File: src/common/dbu_pkg.sv
package dbu_pkg;
  localparam logic [11:0] DBU_CTRL_OFS = 12'h000;
  localparam logic [11:0] DBU_MODE_OFS = 12'h004;
  localparam logic [11:0] DBU_IEN_OFS = 12'h008;
  localparam logic [11:0] DBU_STAT_OFS = 12'h014;
  localparam logic [11:0] DBU_RHOLD_OFS = 12'h018;
  localparam logic [11:0] DBU_THOLD_OFS = 12'h01C;
  localparam logic [11:0] DBU_BAUD_OFS = 12'h020;
  localparam logic [11:0] DBU_CID_OFS = 12'h040;
  localparam logic [11:0] DBU_EXID_OFS = 12'h044;
  // Control command bits
  localparam int DBU_RX_RESET_CMD_BIT = 2;
  localparam int DBU_RSTTX_BIT = 3;
  localparam int DBU_RX_ENABLE_CMD_BIT = 4;
  localparam int DBU_RX_DISABLE_CMD_BIT = 5;
  localparam int DBU_TXEN_BIT = 6;
  localparam int DBU_TXDIS_BIT = 7;
  localparam int DBU_STATUS_RESET_CMD_BIT = 8;
  // Status bits
  localparam int DBU_RDY_BIT = 0;
  localparam int DBU_TXRDY_BIT = 1;
  localparam int DBU_OVR_BIT = 5;
  localparam int DBU_FRM_BIT = 6;
  localparam int DBU_PAR_BIT = 7;
  localparam int DBU_TXEMP_BIT = 9;
  localparam int DBU_DCCR_BIT = 30;
  localparam int DBU_DCCW_BIT = 31;
  // Mode fields: parity select at 11:9
  localparam int DBU_PAR_LSB = 9;
  localparam logic [2:0] DBU_PAR_NONE = 3'h4;
  localparam logic [2:0] DBU_MODE_RST = 3'h0;
  localparam int DBU_DIV_W = 16;
  localparam logic [15:0] DBU_DIV_RST = 16'h0000;
  localparam logic [3:0] DBU_OVERSAMPLE_LAST = 4'hF;
  localparam logic [3:0] DBU_START_MIN = 4'h7;
  localparam logic [4:0] DBU_FIRST_SAMPLE = 5'h18;
  localparam logic [4:0] DBU_NEXT_SAMPLE = 5'h10;
  typedef enum logic [1:0] {DBU_RX_OFF, DBU_RX_HUNT, DBU_RX_SHIFT} dbu_rx_type;
endpackage

File: src/dbu_uart.sv
`timescale 1ns/1ps
module dbu_uart #(
  parameter logic [31:0] CHIP_ID = 32'h0000_0001,  // Arbitrary value
  parameter logic [31:0] EXT_ID = 32'h0000_0000  // Arbitrary value
) (
  input wire logic pclk,
  input wire logic presetn,
  input wire logic psel,
  input wire logic penable,
  input wire logic pwrite,
  input wire logic [11:0] paddr,
  input wire logic [31:0] pwdata,
  output logic [31:0] prdata,
  output logic pready,
  output logic pslverr,
  input wire logic serial_rx_line,
  output logic serial_tx_line,
  input wire logic dcc_read_full,
  input wire logic dcc_write_full,
  output logic irq,
  output logic rx_xfer_req,
  output logic tx_xfer_req
);
  import dbu_pkg::*;

  // ----------------------------------------------------------------
  // Bus decode
  // ----------------------------------------------------------------
  wire acc = psel && penable && pready;
  wire wr = acc && pwrite;
  wire rd = acc && !pwrite;
  wire wr_ctrl = wr && paddr == DBU_CTRL_OFS;
  wire wr_mode = wr && paddr == DBU_MODE_OFS;
  wire wr_ien = wr && paddr == DBU_IEN_OFS;
  wire wr_thold = wr && paddr == DBU_THOLD_OFS;
  wire wr_baud = wr && paddr == DBU_BAUD_OFS;
  wire rd_rhold = rd && paddr == DBU_RHOLD_OFS;
  wire mapped = paddr == DBU_CTRL_OFS || paddr == DBU_MODE_OFS || paddr == DBU_IEN_OFS
    || paddr == DBU_STAT_OFS || paddr == DBU_RHOLD_OFS || paddr == DBU_THOLD_OFS
    || paddr == DBU_BAUD_OFS || paddr == DBU_CID_OFS || paddr == DBU_EXID_OFS;
  wire cmd_rx_reset_cmd = wr_ctrl && pwdata[DBU_RX_RESET_CMD_BIT];
  wire cmd_rx_enable_cmd = wr_ctrl && pwdata[DBU_RX_ENABLE_CMD_BIT];
  wire cmd_rx_disable_cmd = wr_ctrl && pwdata[DBU_RX_DISABLE_CMD_BIT];
  wire cmd_rsttx = wr_ctrl && pwdata[DBU_RSTTX_BIT];
  wire cmd_txen = wr_ctrl && pwdata[DBU_TXEN_BIT];
  wire cmd_txdis = wr_ctrl && pwdata[DBU_TXDIS_BIT];
  wire cmd_status_reset_cmd = wr_ctrl && pwdata[DBU_STATUS_RESET_CMD_BIT];

  logic [DBU_DIV_W-1:0] clock_divisor;
  logic [2:0] par_mode;
  logic [31:0] ien;

  // ----------------------------------------------------------------
  // Baud generator, shared by both directions
  // ----------------------------------------------------------------
  logic [DBU_DIV_W-1:0] div_cnt;
  logic tick;
  wire div_on = clock_divisor != DBU_DIV_RST;
  wire div_wrap = div_cnt >= clock_divisor - 16'h0001;
  wire [DBU_DIV_W-1:0] next_div_cnt = (!div_on || div_wrap) ? 16'h0000 : div_cnt + 16'h0001;

  always_ff @(posedge pclk or negedge presetn) begin
    if (!presetn) begin
      clock_divisor <= DBU_DIV_RST;
      par_mode <= DBU_MODE_RST;
      ien <= 32'h0000_0000;
      div_cnt <= 16'h0000;
      tick <= 1'b0;
    end else begin
      if (wr_baud) begin
        clock_divisor <= pwdata[DBU_DIV_W-1:0];
      end
      if (wr_mode) begin
        par_mode <= pwdata[DBU_PAR_LSB+:3];
      end
      if (wr_ien) begin
        ien <= pwdata;
      end
      div_cnt <= next_div_cnt;
      tick <= div_on && div_wrap;
    end
  end

  function automatic logic par_of(input logic [7:0] d, input logic [2:0] m);
    unique case (m)
      3'h0: par_of = ^d;
      3'h1: par_of = ~^d;
      3'h2: par_of = 1'b0;
      3'h3: par_of = 1'b1;
      default: par_of = 1'b0;
    endcase
  endfunction
  wire par_en = par_mode[2] == 1'b0;

  // ----------------------------------------------------------------
  // Receiver
  // ----------------------------------------------------------------
  dbu_rx_type rx_state;
  logic [3:0] low_cnt;
  logic [4:0] smp_cnt;
  logic [3:0] bit_idx;
  logic [8:0] shreg;
  logic stop_pending;
  logic [7:0] rx_holding_reg;
  logic rx_char_ready;
  logic rx_overrun_flag;
  logic frame_err;
  logic par_err;
  wire [3:0] last_idx = par_en ? 4'hA : 4'h9;
  wire smp_now = tick && smp_cnt == 5'h01;
  // A reset command in the stop-sample cycle must still drop the character
  wire char_done = rx_state == DBU_RX_SHIFT && smp_now && bit_idx == last_idx && !cmd_rx_reset_cmd;
  wire start_ok = tick && !serial_rx_line && low_cnt >= DBU_START_MIN;

  always_ff @(posedge pclk or negedge presetn) begin
    if (!presetn) begin
      rx_state <= DBU_RX_OFF;
      low_cnt <= 4'h0;
      smp_cnt <= 5'h00;
      bit_idx <= 4'h0;
      shreg <= 9'h000;
      stop_pending <= 1'b0;
    end else if (cmd_rx_reset_cmd) begin
      rx_state <= DBU_RX_OFF;
      stop_pending <= 1'b0;
      low_cnt <= 4'h0;
    end else begin
      unique case (rx_state)
        DBU_RX_OFF: begin
          if (cmd_rx_enable_cmd && !cmd_rx_disable_cmd) begin
            rx_state <= DBU_RX_HUNT;
          end
          low_cnt <= 4'h0;
        end
        DBU_RX_HUNT: begin
          if (cmd_rx_disable_cmd) begin
            rx_state <= DBU_RX_OFF;
          end else if (start_ok) begin
            rx_state <= DBU_RX_SHIFT;
            // Low run already spans 8 samples; 16 more reach first data centre
            smp_cnt <= DBU_NEXT_SAMPLE;
            bit_idx <= 4'h1;
          end else if (tick) begin
            low_cnt <= serial_rx_line ? 4'h0 : low_cnt + 4'h1;
          end
        end
        DBU_RX_SHIFT: begin
          if (cmd_rx_disable_cmd) begin
            stop_pending <= 1'b1;
          end
          if (smp_now) begin
            smp_cnt <= DBU_NEXT_SAMPLE;
            bit_idx <= bit_idx + 4'h1;
            shreg <= {serial_rx_line, shreg[8:1]};
          end else if (tick) begin
            smp_cnt <= smp_cnt - 5'h01;
          end
          if (char_done) begin
            rx_state <= (stop_pending || cmd_rx_disable_cmd) ? DBU_RX_OFF : DBU_RX_HUNT;
            stop_pending <= 1'b0;
            low_cnt <= 4'h0;
          end
        end
        default: rx_state <= DBU_RX_OFF;
      endcase
    end
  end

  // Data byte and parity sit in shreg when stop is sampled
  wire [7:0] fin_byte = par_en ? shreg[7:0] : shreg[8:1];
  wire par_bad = par_en && shreg[8] != par_of(fin_byte, par_mode);

  always_ff @(posedge pclk or negedge presetn) begin
    if (!presetn) begin
      rx_holding_reg <= 8'h00;
      rx_char_ready <= 1'b0;
      rx_overrun_flag <= 1'b0;
      frame_err <= 1'b0;
      par_err <= 1'b0;
    end else begin
      if (char_done) begin
        rx_holding_reg <= fin_byte;
      end
      rx_char_ready <= char_done || (rx_char_ready && !rd_rhold);
      rx_overrun_flag <= (char_done && rx_char_ready)
        || (rx_overrun_flag && !cmd_status_reset_cmd);
      frame_err <= (char_done && !serial_rx_line) || (frame_err && !cmd_status_reset_cmd);
      par_err <= (char_done && par_bad) || (par_err && !cmd_status_reset_cmd);
    end
  end

  // ----------------------------------------------------------------
  // Transmitter
  // ----------------------------------------------------------------
  logic tx_on;
  logic tx_stop_pending;
  logic [7:0] thold;
  logic thold_full;
  logic tx_busy;
  logic [10:0] tx_sh;
  logic [3:0] tx_bits;
  logic [3:0] tx_sub;
  wire tx_load = tx_on && !tx_busy && thold_full;
  wire tx_end = tx_busy && tick && tx_sub == DBU_OVERSAMPLE_LAST && tx_bits == 4'h1;

  always_ff @(posedge pclk or negedge presetn) begin
    if (!presetn) begin
      tx_on <= 1'b0;
      tx_stop_pending <= 1'b0;
      thold <= 8'h00;
      thold_full <= 1'b0;
      tx_busy <= 1'b0;
      tx_sh <= 11'h7FF;
      tx_bits <= 4'h0;
      tx_sub <= 4'h0;
      serial_tx_line <= 1'b1;
    end else if (cmd_rsttx) begin
      tx_on <= 1'b0;
      tx_stop_pending <= 1'b0;
      thold_full <= 1'b0;
      tx_busy <= 1'b0;
      serial_tx_line <= 1'b1;
    end else begin
      if (cmd_txdis) begin
        tx_stop_pending <= 1'b1;
      end else if (cmd_txen) begin
        tx_on <= 1'b1;
      end
      if (tx_stop_pending && !tx_busy && !thold_full) begin
        tx_on <= 1'b0;
        tx_stop_pending <= 1'b0;
      end
      if (wr_thold && tx_on) begin
        thold <= pwdata[7:0];
        thold_full <= 1'b1;
      end else if (tx_load) begin
        thold_full <= 1'b0;
      end
      if (tx_load) begin
        tx_busy <= 1'b1;
        tx_sh <= par_en ? {1'b1, par_of(thold, par_mode), thold, 1'b0}
                        : {2'b11, thold, 1'b0};
        tx_bits <= par_en ? 4'hB : 4'hA;
        tx_sub <= 4'h0;
      end else if (tx_busy && tick) begin
        serial_tx_line <= tx_sh[0];
        tx_sub <= tx_sub + 4'h1;
        if (tx_sub == DBU_OVERSAMPLE_LAST) begin
          tx_sh <= {1'b1, tx_sh[10:1]};
          tx_bits <= tx_bits - 4'h1;
        end
        if (tx_end) begin
          tx_busy <= 1'b0;
        end
      end else if (!tx_busy) begin
        serial_tx_line <= 1'b1;
      end
    end
  end

  // ----------------------------------------------------------------
  // Status, read data, interrupt and transfer requests
  // ----------------------------------------------------------------
  wire txrdy = tx_on && !thold_full;
  wire [31:0] status = {dcc_write_full, dcc_read_full, 20'h00000, !tx_busy && !thold_full && tx_on,
    1'b0, par_err, frame_err, rx_overrun_flag, 3'h0, txrdy, rx_char_ready};
  wire [31:0] rd_mux = paddr == DBU_STAT_OFS ? status
    : paddr == DBU_RHOLD_OFS ? {24'h000000, rx_holding_reg}
    : paddr == DBU_MODE_OFS ? {20'h00000, par_mode, 9'h000}
    : paddr == DBU_IEN_OFS ? ien
    : paddr == DBU_BAUD_OFS ? {16'h0000, clock_divisor}
    : paddr == DBU_CID_OFS ? CHIP_ID
    : paddr == DBU_EXID_OFS ? EXT_ID : 32'h0000_0000;

  always_ff @(posedge pclk or negedge presetn) begin
    if (!presetn) begin
      pready <= 1'b0;
      prdata <= 32'h0000_0000;
      pslverr <= 1'b0;
      irq <= 1'b0;
      rx_xfer_req <= 1'b0;
      tx_xfer_req <= 1'b0;
    end else begin
      pready <= psel && !penable;
      prdata <= rd_mux;
      pslverr <= psel && !penable && !mapped;
      irq <= |(status & ien);
      rx_xfer_req <= rx_char_ready && !rd_rhold;
      tx_xfer_req <= txrdy && !wr_thold;
    end
  end

  // ----------------------------------------------------------------
  // Checks
  // ----------------------------------------------------------------
  rx_reset_off_a: assert property (@(posedge pclk) disable iff (!presetn)
    cmd_rx_reset_cmd |=> rx_state == DBU_RX_OFF) else $error("rx reset ignored");
  hunt_disable_a: assert property (@(posedge pclk) disable iff (!presetn)
    (rx_state == DBU_RX_HUNT && cmd_rx_disable_cmd) |=> rx_state == DBU_RX_OFF)
    else $error("hunt not stopped");
  dis_wins_a: assert property (@(posedge pclk) disable iff (!presetn)
    (rx_state == DBU_RX_OFF && cmd_rx_enable_cmd && cmd_rx_disable_cmd && !cmd_rx_reset_cmd) |=> rx_state == DBU_RX_OFF)
    else $error("enable beat disable");
  enable_hunt_a: assert property (@(posedge pclk) disable iff (!presetn)
    (rx_state == DBU_RX_OFF && cmd_rx_enable_cmd && !cmd_rx_disable_cmd && !cmd_rx_reset_cmd) |=> rx_state == DBU_RX_HUNT)
    else $error("enable ignored");
  shift_keep_a: assert property (@(posedge pclk) disable iff (!presetn)
    (rx_state == DBU_RX_SHIFT && cmd_rx_disable_cmd && !cmd_rx_reset_cmd && !char_done) |=> rx_state == DBU_RX_SHIFT)
    else $error("character cut short");
  no_tick_a: assert property (@(posedge pclk) disable iff (!presetn)
    !div_on |=> !tick) else $error("baud runs at zero");
  tick_space_a: assert property (@(posedge pclk) disable iff (!presetn)
    (tick && clock_divisor == 16'h0002 && !wr_baud) |=> !tick ##1 tick)
    else $error("baud period wrong");
  start_len_a: assert property (@(posedge pclk) disable iff (!presetn)
    (rx_state == DBU_RX_SHIFT && $past(rx_state) == DBU_RX_HUNT) |-> ($past(tick)
    && $past(low_cnt) == DBU_START_MIN && !$past(serial_rx_line)))
    else $error("short start taken");
  ready_set_a: assert property (@(posedge pclk) disable iff (!presetn)
    char_done |=> rx_char_ready && rx_holding_reg == $past(fin_byte))
    else $error("ready not set");
  overrun_a: assert property (@(posedge pclk) disable iff (!presetn)
    (char_done && rx_char_ready) |=> rx_overrun_flag) else $error("overrun missed");
endmodule // dbu_uart

File: config.mk
export PLATFORM = sky130hd
export DESIGN_NAME = dbu_uart
export DESIGN_NICKNAME = d
export VERILOG_FILES = /design/src/common/dbu_pkg.sv /design/src/dbu_uart.sv
export SDC_FILE = /design/constraint.sdc
export NUM_CORES = 1
export LEC_CHECK = 0
export BUFFER_PORTS_ARGS = -buffer_cell sky130_fd_sc_hd__buf_4
export CAP_MARGIN = 25
export CORE_MARGIN = 5
export CORE_UTILIZATION = 27
export DETAILED_ROUTE_END_ITERATION = 8
export GPL_TIMING_DRIVEN = 0
export PLACE_DENSITY = 0.47
export SLEW_MARGIN = 10
export SYNTH_ARGS = -nofsm -noshare
export SYNTH_HDL_FRONTEND = slang
export SYNTH_SLANG_ARGS = --single-unit
File: constraint.sdc
create_clock -name pclk -period 3.4 [get_ports pclk]
set_input_delay 0.68 -clock pclk [delete_from_list [all_inputs] [get_ports pclk]]
set_output_delay 0.68 -clock pclk [all_outputs]
set_load 0.03 [all_outputs]
Yosys cells after proc, flatten, opt, wreduce, memory -nomap -nowiden
Cells that the tools add are included.
{"block": "totals", "ff_bits": 174, "word_cells": 245}
{"block": "op_classes", "eq_ne": 30, "bitwise": 4, "order_cmp": 2, "n_reduce_logical": 105, "mux": 66, "add_sub_neg": 7}
{"cell": "32-bit two-way mux", "n": 4}
{"cell": "4-bit two-way mux", "n": 14}
{"cell": "1-bit logical AND", "n": 47}
{"cell": "12-bit by 5-bit == test with 1-bit output (second input constant)", "n": 3}
{"cell": "11-bit two-way mux", "n": 3}
{"cell": "32-bit bitwise AND", "n": 1}
{"cell": "16-bit two-way mux", "n": 2}
{"cell": "32-bit OR reduction", "n": 1}
{"cell": "1-bit two-way mux", "n": 25}
{"cell": "12-bit by 7-bit == test with 1-bit output (second input constant)", "n": 2}
{"cell": "5-bit two-way mux", "n": 4}
{"cell": "3-bit inequality test (second input constant)", "n": 6}
{"cell": "3-bit nonzero test", "n": 6}
{"cell": "16-bit by 1-bit adder with 16-bit output (second input constant)", "n": 1}
{"cell": "16-bit >= comparator", "n": 1}
{"cell": "16-bit nonzero test", "n": 1}
{"cell": "8-bit XNOR reduction", "n": 2}
{"cell": "8-bit parity", "n": 2}
{"cell": "16-bit by 1-bit subtractor with 16-bit output (second input constant)", "n": 1}
{"cell": "5-bit AND reduction", "n": 3}
{"cell": "1-bit logical OR", "n": 14}
{"cell": "4-bit by 1-bit adder with 4-bit output (second input constant)", "n": 3}
{"cell": "12-bit by 3-bit == test with 1-bit output (second input constant)", "n": 1}
{"cell": "12-bit by 4-bit == test with 1-bit output (second input constant)", "n": 1}
{"cell": "33 further kinds", "n": 66}

Longest topological paths before layout
{"block": "logic_depth", "word_depth": 11, "mapped_depth": 12, "mapped_depth_nobuf": 11}

Worst setup path after synthesis
No wires, ideal clock.
{"block": "synth_path", "kind": "register -> register", "start": "reg clock_divisor[11]", "end": "reg div_cnt[10]", "stages_incl_launch_ff": 11, "setup_ns": 0.078, "setup_slack_ns": 0.594, "path_buffers": 1, "t_required_ns": 3.322, "t_arrival_ns": 2.729, "path_cell_list": "dfrtp_1 -> or4_1 -> or3_1 -> nor2_1 -> xnor2_1 -> ha_1 -> a21o_1 -> a21oi_1 -> o2111ai_1 -> clkbuf_1 -> a21oi_1"}
{"block": "synth_via", "elab_chain_len": 4, "elab_cells_between_ends": 6}
{"item": "start, declared", "line_no": "dbu_uart.sv:49", "rtl": "logic [DBU_DIV_W-1:0] clock_divisor;"}
{"item": "start signal, assigned", "line_no": "dbu_uart.sv:71", "rtl": "clock_divisor <= pwdata[DBU_DIV_W-1:0];"}
{"item": "16-bit by 1-bit subtractor with 16-bit output / 16-bit nonzero test (equally long branches)", "line_no": "dbu_uart.sv:59, dbu_uart.sv:58"}
{"item": "16-bit >= comparator / 1-bit zero test (equally long branches)", "line_no": "dbu_uart.sv:59, dbu_uart.sv:60"}
{"item": "1-bit logical OR (*)", "line_no": "dbu_uart.sv:60", "rtl": "wire [DBU_DIV_W-1:0] next_div_cnt = (!div_on || div_wrap) ? 16'h0000 : div_cnt + 16'h0001;"}
{"item": "16-bit two-way mux (*)", "line_no": "dbu_uart.sv:60"}
{"item": "named net next_div_cnt[10]", "line_no": "dbu_uart.sv:60"}
{"item": "end signal, assigned", "line_no": "dbu_uart.sv:79", "rtl": "div_cnt <= next_div_cnt;"}
{"item": "end, declared", "line_no": "dbu_uart.sv:56", "rtl": "logic [DBU_DIV_W-1:0] div_cnt;"}
Mark *: on every way through the listed nets, which the timed path passes. The rest lies on a longest branch.
A chain may end at the register's enable or synchronous reset.

Worst setup path after layout
{"block": "layout_path", "start": "reg clock_divisor[11]", "end": "reg div_cnt[6]"}
The elaborated chain is that of the path after synthesis.

==> summary.md <==
| Metric | Value |
|---|---|
| Status | `complete, no violations` |
| Initial drt markers | `422` |
| Die width | `189 µm` |
| Routed wl met2 | `10.5 mm` |
| WS Path Type | `reg -> reg` |
| Nets | `969` |
| Async SR Flop Fraction | `100%` |
| Count of buffers from port buffering | `88` |
| Crit path to | `div_cnt[6]` |
| Final hold violation count | `0` |
| First-pass GRT wire length | `36.0 mm` |
| Slew headroom | `53.3%` |
| Dpl ws | `-0.109 ns` |
| Share of layout cells above drive strength 1 | `25.0%` |
| Number of enable flip-flop cells after synthesis | `0` |
| Diode count | `0` |
| Peak VDD IR | `0.333 mV` |
| Filler cells | `3176` |
| Worst Path Arrival | `3.40 ns` |
| Post-CTS Resized | `1` |
| Worst Hold Slack | `0.202 ns` |
| Fin Clk Skew | `0.00865 ns` |
| Design area | `10500 µm²` |
| Gr ovfl total | `0` |
| Routed wl met3 | `741 µm` |
| Syn_area_per_cell | `11.1 µm²` |
| DRT antenna net count | `0` |
| Crit path launch | `clock_divisor[11]` |
| CTS clock-pin slew for the worst setup and hold paths | `0.07 ns` |
| Routed len/inst | `17.5 µm` |
| CTS HTree Levels | `4` |
| Slew @ Worst Pin | `0.701 ns` |
| Number of synthesis warnings | `0` |
| Clk sinks | `173` |
| Critical Path Source Type | `flip-flop` |
| Seq/Total Area, Yosys | `50.1%` |
| Post-CTS Setup Bufs | `0` |
| Max Freq | `0.329 GHz` |
| Metal-1 WL | `11.3 mm` |
| Largest net degree at the start of global routing | `100` |
| Max Root-Sink Buffers | `2` |
| Drt drc | `0` |
| Routability congestion estimate | `0.767` |
| Share of the synthesized area in the top cell type | `46.7%` |
| Clk Latency, worst-skew pair | `0.43 ns` |
| Core Box Area | `31600 µm²` |
| RSZ-0062 raised after global routing | `false` |
| Worst Slack Setup Final | `0.358 ns` |
| Post-layout util | `33.2%` |
| Reg2Reg Launch Point | `clock_divisor[11]` |
| Synth cell count leaders | `dfrtp_1, nand2_1, a21oi_1, o21ai_0, mux2_4` |
| R2r setup slk | `0.36 ns` |
| Vias/cell | `4.76` |
| DR vias | `6194` |
| Reg-to-Reg End | `div_cnt[6]` |
| Initial antenna violation count | `1` |
| Most common cell in the netlist | `dfrtp_1` |
| Slew Limit Fails | `0` |
| Synth cell types | `65` |
| CTS tree | `built` |
| CTS root buffer | `clkbuf_16` |
| Ys flop type | `dfrtp_1` |
| Sequential Area | `4340 µm²` |
| Cell row count | `65` |
| Synth-to-layout area growth | `20.9%` |
| Placed inst area | `9880 µm²` |
| Pwr/cell area | `500 nW/µm²` |
| Worst Setup End Kind | `flip-flop` |
| Die area | `35800 µm²` |
| WP data required | `3.76 ns` |
| All-layer global routing usage | `12.8%` |
| Setup-failing EPs final | `0` |
| Total CTS buffers | `17` |
| Design Power | `5.24 mW` |
| Top cells by area, synth | `dfrtp_1, mux2_4, ha_1` |
| Biggest regs | `ien x32, prdata x32` |
| Leak | `5.08 nW` |
| Detailed placement HPWL | `16.6 mm` |
| Cell count after synthesis | `779` |
| Seq cells post-synth | `173` |
| Final period util | `89.5%` |
| Multi-input gate area | `4070 µm²` |
| Initial Utilization | `27.4%` |
| Mapped Nets | `861` |
| Max cap viols | `0` |
| Chip height | `189 µm` |
| Fin crit period | `3.04 ns` |
| Worst min path class | `in -> async` |
| Synth Cell Area | `8680 µm²` |
| Hold buffers post-CTS | `0` |
| Drt total wl | `22.8 mm` |
| Drt pass-1 iters | `4` |
| Worst R2R Path Depth | `10` |
| Vias in the first global route | `6182` |
| Critical path peak fanout | `10` |
| Leading area contributor after synthesis | `dfrtp_1` |
| Top-Level Pins | `90` |
| Top sig layer | `met5` |
[critical path, cell delays in order (launching register included)]
cell,delay (ns)
dfrtp_1,0.42
or4_1,0.58
or3_1,0.37
nor2_1,0.13
xnor2_1,0.14
ha_1,0.26
a21o_1,0.17
a21oi_2,0.24
o2111ai_4,0.23
clkbuf_2,0.25
a21oi_1,0.18
[worst min path at each step]
stage | from | endpoint | slack, ns | cells after the start
2_1_floorplan | presetn | bit_idx[0] | 0.38 | 0
3_3_place_gp | ien[29] | prdata[29] | 0.45 | 1
3_5_place_dp | ien[24] | prdata[24] | 0.46 | 1
4_1_cts | presetn | low_cnt[1] | 0.24 | 1
5_1_grt | presetn | low_cnt[1] | 0.24 | 1
6_report | presetn | low_cnt[1] | 0.20 | 1
[cells by family (layout without fill, tap and decap cells)]
| family | after synthesis | in the layout | synth area share (%) |
|---|---|---|---|
| muxes | 84 | 84 | 12.2 |
| and+or+nand+nor | 238 | 238 | 14.4 |
| AOI/OAI and AO/OA | 141 | 141 | 10.8 |
| DFF | 173 | 173 | 50.1 |
| xor gates and xnor gates | 45 | 45 | 4.70 |
| buffers and inverters | 68 | 189 | 3.60 |
| adders and majority gates | 30 | 30 | 4.33 |
[cell usage in the layout (no fill, tap or decap), drive strengths merged, types with 9 or more instances in the layout]
master	count
dfstp	11
clkbuf	45
mux2i	18
nand2	77
nor3	13
o21ai	36
buf	102
a21oi	36
mux2	66
xnor2	27
nand3	31
nor2	32
a21o	10
a222oi	9
and2	20
and3	9
nand4	10
dfrtp	162
inv	33
xor2	17
ha	30
[report_power, final]
part           total, mW  switching (mW)  internal [mW]
Combinational      0.953           0.571          0.382
Sequential          2.36           0.136           2.22
Clock               1.93           0.877           1.05
[metrics by stage]
| stage | cells | setup TNS [ns] |
|---|---|---|
| global route | 1302 | 0 |
| CTS | 1302 | 0 |
| floorplan | 779 | 0 |
| detailed placement | 1270 | -0.867 |
| finish | 1302 | 0 |
| global placement | 1269 | -0.643 |
[layer usage]
layer / vias up / global-route usage (%)
met5: - / 0
met1: 3076 / 17.7
met2: 93 / 20.4
met3: 13 / 2.67
li1: 3010 / -
met4: 2 / 3.56
[cell type report]
class | instances | area share [%]
flip-flops and latches | 173 | 41.4
multi-input cells | 538 | 38.8
repair buffers | 89 | 6.63
well taps | 402 | 4.79
clock buffers | 20 | 4.35
plain buffers | 38 | 1.93
inverters | 30 | 1.07
clock inverters | 12 | 1.06
Power figures use the tool's default switching activity.
